<file path="src/core/blocking_pilot_params.svh">
// constants for the blocking pilot trip logic
`ifndef BLOCKING_PILOT_PARAMS_SVH
`define BLOCKING_PILOT_PARAMS_SVH

`define CLK_PERIOD_NS 100
`define MS_IN_NS 1000000
`define TICK_CYCLES (`MS_IN_NS / `CLK_PERIOD_NS)
`define TICK_CNT_W 16
`define MS_CNT_W 8

`define GROUND_PERSIST_MS 8'h19
`define GROUND_EXTEND_MS 8'h1e
`define DIST_PERSIST_MS 8'h19
`define DIST_EXTEND_MS 8'h1e
`define COORD_DROPOUT_MS 8'h00

`endif

</file>
<file path="src/core/blocking_pilot_pkg.sv">
// types for the blocking pilot trip logic
package blocking_pilot_pkg;

  typedef enum logic [1:0] {
    CS_DIRECTIONAL = 2'h0,
    CS_RESIDUAL = 2'h1,
    CS_DISTURBANCE = 2'h2
  } carrier_start_select_t;

  typedef logic [7:0] ms_count_t;

  typedef struct packed {
    logic phase;
    logic ground_dist;
    logic ground_directional_overcurrent;
  } func_group_t;

  typedef struct packed {
    ms_count_t up;
    ms_count_t down;
    logic out;
  } ms_timer_state_t;

  typedef struct packed {
    logic [15:0] tick_cnt;
    logic tick;
    logic carrier_start;
    logic carrier_stop;
    logic trip;
    logic restraint;
    logic zone4_reverse;
  } pilot_state_t;

endpackage : blocking_pilot_pkg

</file>
<file path="src/core/blocking_pilot_trip_logic.sv">
// blocking pilot trip and carrier control logic
`timescale 1ns/10ps
`include "blocking_pilot_params.svh"
module blocking_pilot_trip_logic
  import blocking_pilot_pkg::*;
#(
  parameter int TICK_CYCLES = `TICK_CYCLES
)
(
  input wire logic i_clk,
  input wire logic i_reset_n,
  input wire logic i_blocking_scheme_sel,
  input wire carrier_start_select_t i_carrier_start_select,
  input wire logic i_restraint_factor_setting,
  input wire ms_count_t i_coordination_ms,
  input wire func_group_t i_trip_funcs,
  input wire func_group_t i_block_funcs,
  input wire logic i_residual_overcurrent_detector,
  input wire logic i_ground_reverse_direction_unit,
  input wire logic i_disturbance_detector,
  input wire logic i_out_of_step_block,
  input wire logic i_three_terminal,
  input wire logic i_receiver_input_one,
  input wire logic i_receiver_input_two,
  input wire logic i_stop_carrier_input,
  input wire logic i_pilot_block_input,
  output logic o_zone4_reverse,
  output logic o_residual_restraint,
  output logic o_carrier_start,
  output logic o_carrier_stop,
  output logic o_trip
);

  localparam logic [15:0] TICK_LAST = 16'(TICK_CYCLES - 1);

  pilot_state_t st;
  pilot_state_t next_st;

  logic any_trip;
  logic dist_block_raw;
  logic dist_block_eff;
  logic ground_directional_overcurrent_block_eff;
  logic ground_persist;
  logic dist_persist;
  logic ground_block_ext;
  logic dist_block_ext;
  logic any_block_ext;
  logic ground_start;
  logic receiver_block;
  logic comparator;
  logic coord_out;
  logic stop_any;

  // overreaching trip functions, any of them
  assign any_trip = i_trip_funcs.phase
    | i_trip_funcs.ground_dist
    | i_trip_funcs.ground_directional_overcurrent;

  // blocking inhibit gate: trip functions win over blocking
  assign dist_block_raw = i_block_funcs.phase | i_block_funcs.ground_dist;
  assign dist_block_eff = dist_block_raw & ~any_trip;
  assign ground_directional_overcurrent_block_eff = i_block_funcs.ground_directional_overcurrent & ~any_trip;

  // ground directional transient block
  ms_timer u_ground_block_persist_timer (
    .i_clk(i_clk),
    .i_reset_n(i_reset_n),
    .i_tick(st.tick),
    .i_in(ground_directional_overcurrent_block_eff),
    .i_pickup_ms(`GROUND_PERSIST_MS),
    .i_dropout_ms(`GROUND_EXTEND_MS),
    .o_out(ground_persist)
  );

  // distance transient block
  ms_timer u_distance_block_persist_timer (
    .i_clk(i_clk),
    .i_reset_n(i_reset_n),
    .i_tick(st.tick),
    .i_in(dist_block_eff),
    .i_pickup_ms(`DIST_PERSIST_MS),
    .i_dropout_ms(`DIST_EXTEND_MS),
    .o_out(dist_persist)
  );

  assign ground_block_ext = ground_directional_overcurrent_block_eff | ground_persist;
  assign dist_block_ext = dist_block_eff | dist_persist;
  assign any_block_ext = ground_block_ext | dist_block_ext;

  // ground carrier start choice
  always_comb begin
    unique case (i_carrier_start_select)
      CS_DIRECTIONAL: begin
        ground_start = i_residual_overcurrent_detector
          & i_ground_reverse_direction_unit;
      end
      CS_RESIDUAL: begin
        ground_start = i_residual_overcurrent_detector;
      end
      CS_DISTURBANCE: begin
        ground_start = i_disturbance_detector;
      end
      default: begin
        ground_start = 1'b0;
      end
    endcase
  end

  // either receiver blocks; second only on three terminals
  assign receiver_block = i_receiver_input_one
    | (i_three_terminal & i_receiver_input_two);

  assign comparator = any_trip
    & ~receiver_block
    & ~any_block_ext
    & ~i_out_of_step_block
    & ~i_pilot_block_input;

  // coordination time before trip may issue
  ms_timer u_coordination_timer (
    .i_clk(i_clk),
    .i_reset_n(i_reset_n),
    .i_tick(st.tick),
    .i_in(comparator),
    .i_pickup_ms(i_coordination_ms),
    .i_dropout_ms(`COORD_DROPOUT_MS),
    .o_out(coord_out)
  );

  assign stop_any = any_trip | i_stop_carrier_input;

  always_comb begin
    next_st = st;
    // millisecond tick
    if (st.tick_cnt >= TICK_LAST) begin
      next_st.tick_cnt = 16'h0000;
      next_st.tick = 1'b1;
    end else begin
      next_st.tick_cnt = st.tick_cnt + 16'h0001;
      next_st.tick = 1'b0;
    end
    next_st.zone4_reverse = i_blocking_scheme_sel;
    next_st.restraint = i_restraint_factor_setting
      & (i_carrier_start_select != CS_DISTURBANCE);
    // keying: blocks start, trip functions or stop contact stop
    next_st.carrier_start = (any_block_ext | ground_start) & ~stop_any;
    next_st.carrier_stop = stop_any;
    next_st.trip = coord_out & i_disturbance_detector
      & ~i_pilot_block_input;
  end

  always_ff @(posedge i_clk) begin
    if (!i_reset_n) begin
      st <= '0;
    end else begin
      st <= next_st;
    end
  end

  assign o_zone4_reverse = st.zone4_reverse;
  assign o_residual_restraint = st.restraint;
  assign o_carrier_start = st.carrier_start;
  assign o_carrier_stop = st.carrier_stop;
  assign o_trip = st.trip;
endmodule : blocking_pilot_trip_logic

</file>
<file path="src/core/ms_timer.sv">
// pickup and dropout timer on a millisecond tick
`timescale 1ns/10ps
module ms_timer
  import blocking_pilot_pkg::*;
(
  input wire logic i_clk,
  input wire logic i_reset_n,
  input wire logic i_tick,
  input wire logic i_in,
  input wire ms_count_t i_pickup_ms,
  input wire ms_count_t i_dropout_ms,
  output logic o_out
);

  ms_timer_state_t st;
  ms_timer_state_t next_st;

  always_comb begin
    next_st = st;
    if (i_in) begin
      // pickup counts while held
      next_st.down = i_dropout_ms;
      if (st.up >= i_pickup_ms) begin
        next_st.out = 1'b1;
      end else if (i_tick) begin
        next_st.up = st.up + 8'h01;
      end
    end else begin
      // dropout extension counts after fall
      next_st.up = 8'h00;
      if (st.out) begin
        if (st.down == 8'h00) begin
          next_st.out = 1'b0;
        end else if (i_tick) begin
          next_st.down = st.down - 8'h01;
        end
      end
    end
  end

  always_ff @(posedge i_clk) begin
    if (!i_reset_n) begin
      st <= '0;
    end else begin
      st <= next_st;
    end
  end

  assign o_out = st.out;

endmodule : ms_timer

</file>
<file path="config.mk">
export PLATFORM = sky130hd
export DESIGN_NAME = blocking_pilot_trip_logic
export DESIGN_NICKNAME = d
export VERILOG_FILES = /design/src/core/blocking_pilot_pkg.sv /design/src/core/blocking_pilot_trip_logic.sv /design/src/core/ms_timer.sv
export VERILOG_INCLUDE_DIRS = /design/src /design/src/core
export SDC_FILE = /design/constraint.sdc
export NUM_CORES = 1
export LEC_CHECK = 0
export BUFFER_PORTS_ARGS = -buffer_cell sky130_fd_sc_hd__buf_2
export CAP_MARGIN = 20
export CORE_MARGIN = 5
export CORE_UTILIZATION = 40
export CTS_CLUSTER_DIAMETER = 60
export CTS_CLUSTER_SIZE = 20
export DETAILED_ROUTE_END_ITERATION = 8
export HOLD_SLACK_MARGIN = 0.05
export PLACE_DENSITY = 0.62
export REMOVE_ABC_BUFFERS = 1
export SLEW_MARGIN = 40
export SYNTH_ARGS = -nofsm -noshare
export SYNTH_HDL_FRONTEND = slang
export SYNTH_SLANG_ARGS = --single-unit
</file>
<file path="constraint.sdc">
create_clock -name i_clk -period 2.2 [get_ports i_clk]
set_clock_uncertainty 0.05 [all_clocks]
set_input_delay 0.22 -clock i_clk [delete_from_list [all_inputs] [get_ports i_clk]]
set_output_delay 0.22 -clock i_clk [all_outputs]
set_load 0.1 [all_outputs]
</file>
==> flow_metrics.tcl <==
set metrics [dict create \
    ys_async_sr_fraction 0 \
    worst-setup-path-type "reg2reg" \
    layout_min_cycle_time_ns 1.971 \
    final_common_cell "dfxtp_1" \
    share_of_total_power_in_combinational_logic 0.069 \
    dieHeight_um 102.9 \
    max_cap_violations 0 \
    floorplan.die.width_um 102.9 \
    drc 0 \
    num_vias 2785 \
    post_cts.repair.setup_buffers 0 \
    cts_tree "yes" \
    status "finished clean" \
    timing.critical_path.to_type "register" \
    share_seq_of_total_power 0.525 \
    design.core.area_um2 8299 \
    area_delta_synth_final_pct 15.87 \
    via_per_inst 5.064 \
    grt_start_max_net_pins 15 \
    critical_path_top_delay_cell "a311oi_4" \
    synthCells 392 \
    tightestPinTransition_ns 0.6130 \
    root_buffer "clkbuf_8" \
    netlist-cell-type-count 53 \
    ys_dominant_reg_cell "dfxtp_1" \
    path_buf_inv 1 \
    setup_ws_ns 0.2289 \
    crit_path_cell_trace "inv_1 -> ha_1 -> or3b_1 -> a311oi_4 -> nand4_1 -> xor2_1 -> nor2_1" \
    routed_wl_um 6935 \
    arrival_time_of_data_at_the_critical_path_endpoint_ns 2.15 \
    syn-cell-area_um2 3453 \
    finalSetupViolations 0 \
    final_layout_size_suffix_gt1_frac 0.1326 \
    initial_antenna_violation_count 0 \
    relSlewSlack 0.5870 \
    hold_violations 0 \
    finalCritPeriodShare 0.8960 \
    grt.overflow.total 0 \
    worst_ir_drop_vdd_mv 0.3364 \
    sw_frac_of_total 0.2481 \
    clock_slew_at_the_register_clock_pins_of_the_worst_setup_and_hold_paths_ns 0.08 \
    rsz_0062_raised_after_global_routing "false" \
    dp.final_hpwl_um 5091 \
    slew_violations 0 \
    power_report.internal_total_mw 1.932 \
    critPathMaxStageDelay_ns 0.44 \
    post-route-util 0.4821 \
    fin_setup_tns_ns 0 \
    total_switching_power_mw 0.6376 \
    critical_path.startpoint_type "register" \
    p_clk_frac 0.406 \
    fmaxAchievable_mhz 507.3 \
    cts.sinks 73 \
    cts_max_path_buffers 2 \
    worst_hold_slack_ns 0.1160 \
    grt_pass1_vias 2770 \
    worst_path_dominant_cell_family "simple AND/OR/NAND/NOR gates" \
    h-tree-depth 3 \
    gp_congestion 0.7954 \
    top_library_cells_by_usage_in_the_layout_fill_and_taps_aside "73 x dfxtp_1, 56 x nor2_1, 33 x buf_2" \
    antenna_violating_nets_post_route 0 \
    critPathMaxFanout 6 \
    worstPathRequired_ns 2.38 \
    synth_sequential_area_ratio 0.4232 \
    avgSynthCellArea_um2 8.809 \
    firstDrtPassIters 4 \
    die_area_um2 10590 \
    detail_route.wl_per_cell_um 12.61 \
    cts_made_buffers 9 \
    first_iter_violations 76 \
    power-per-cell-area_nw_per_um2 642.3 \
    antenna_cells 0 \
    io_pins 34 \
    synth_enable_flop_cells 0 \
    synth_seq_cells 73 \
    num_rows 33 \
    initial_core_util 0.4161 \
    clk_latency_ns 0.34 \
    placement.io_buffers 33 \
    grt.total_usage 0.1429 \
    preCtsSetupSlack_ns 0.2259 \
    grt_pass1_wl_um 12080 \
    leakage_nw 1.576 \
    final_net_count 491 \
    min_path_type "in2reg" \
    yosys_warnings 0 \
]
-- per-stage QoR --
stage                     instances  total power [mW]  area, µm²
after floorplan                 388             1.486       3437
after global placement          529             1.548       3756
after detailed placement        529             1.551       3756
after CTS                       550             2.610       4001
after global routing            550             2.693       4001
final                           550             2.570       4001
-- per-layer routing --
layer | track usage | up-vias | share of wire
met2 | 0.2472 | 36 | 0.48
li1 | - | 1468 | -
met3 | 0.03451 | 8 | 0.041
met1 | 0.1723 | 1273 | 0.47
met4 | 0.05080 | 0 | 0.010
met5 | 0 | - | 0
-- worst paths after layout --
check / from / endpoint / cells after the start / slack, ns
worst max-delay path: u_ground_block_persist_timer.st[10] / u_ground_block_persist_timer.st[12] / 7 / 0.23
worst min-delay path: i_disturbance_detector / o_trip / 3 / 0.12
worst max register to register: u_ground_block_persist_timer.st[10] / u_ground_block_persist_timer.st[12] / 7 / 0.23
worst min register to register: u_ground_block_persist_timer.st[16] / u_ground_block_persist_timer.st[16] / 1 / 0.43
-- cell type report --
cell class | count | area [µm²]
clock buffer | 10 | 127.6
inverter | 28 | 105.1
clock inverter | 6 | 67.56
timing repair buffer | 41 | 237.7
sequential | 73 | 1461
fill | 808 | 4298
tap | 105 | 131.4
multi-input combinational | 287 | 1871
-- power groups by stage --
stage,combinational (mW),clock (mW),sequential (mW)
after CTS,0.180,1.08,1.35
after detailed placement,0.172,0,1.38
after floorplan,0.0841,0,1.40
after global placement,0.169,0,1.38
after global routing,0.198,1.14,1.35
final,0.178,1.04,1.35
-- logic make-up after synthesis --
kind of cell    share of synthesized area
buf+inv                           0.03623
mux                              0.002899
fa+ha+maj                         0.07971
flops                              0.4232
other cells                      0.001086
simple gates                       0.2326
compound gates                     0.1406
xor+xnor                          0.08370
-- state kept, by name, summed over array words and instances (netlist names) --
name / cells
st: 17
u_coordination_timer.st: 16
u_distance_block_persist_timer.st: 16
u_ground_block_persist_timer.st: 16
o_carrier_start: 1
o_carrier_stop: 1
o_residual_restraint: 1
o_trip: 1
o_zone4_reverse: 1
u_coordination_timer.o_out: 1
u_distance_block_persist_timer.o_out: 1
u_ground_block_persist_timer.o_out: 1
-- cell usage after synthesis, types with 5 or more instances --
master,n,area share
nand3_1,8,0.012
or3_1,9,0.016
a211oi_1,5,0.011
o21ai_0,13,0.019
and3_1,12,0.022
nor2_1,56,0.061
nor3_1,11,0.016
ha_1,22,0.080
dfxtp_1,73,0.42
nand4_1,9,0.016
xor2_1,12,0.030
inv_1,28,0.030
xnor2_1,21,0.053
nand2_1,26,0.028
o211ai_1,5,0.011
a21oi_1,27,0.039
-- repair_timing --
item,in CTS,in global routing
endpoints found under the hold margin,4,0
gates resized for setup,0,0
hold buffers,5,0
-- worst min-delay path, cell delays in order --
cell,delay [ns]
buf_2,0.11
nand2_1,0.08
nor3_1,0.05
(Power assumes the default switching activity.)
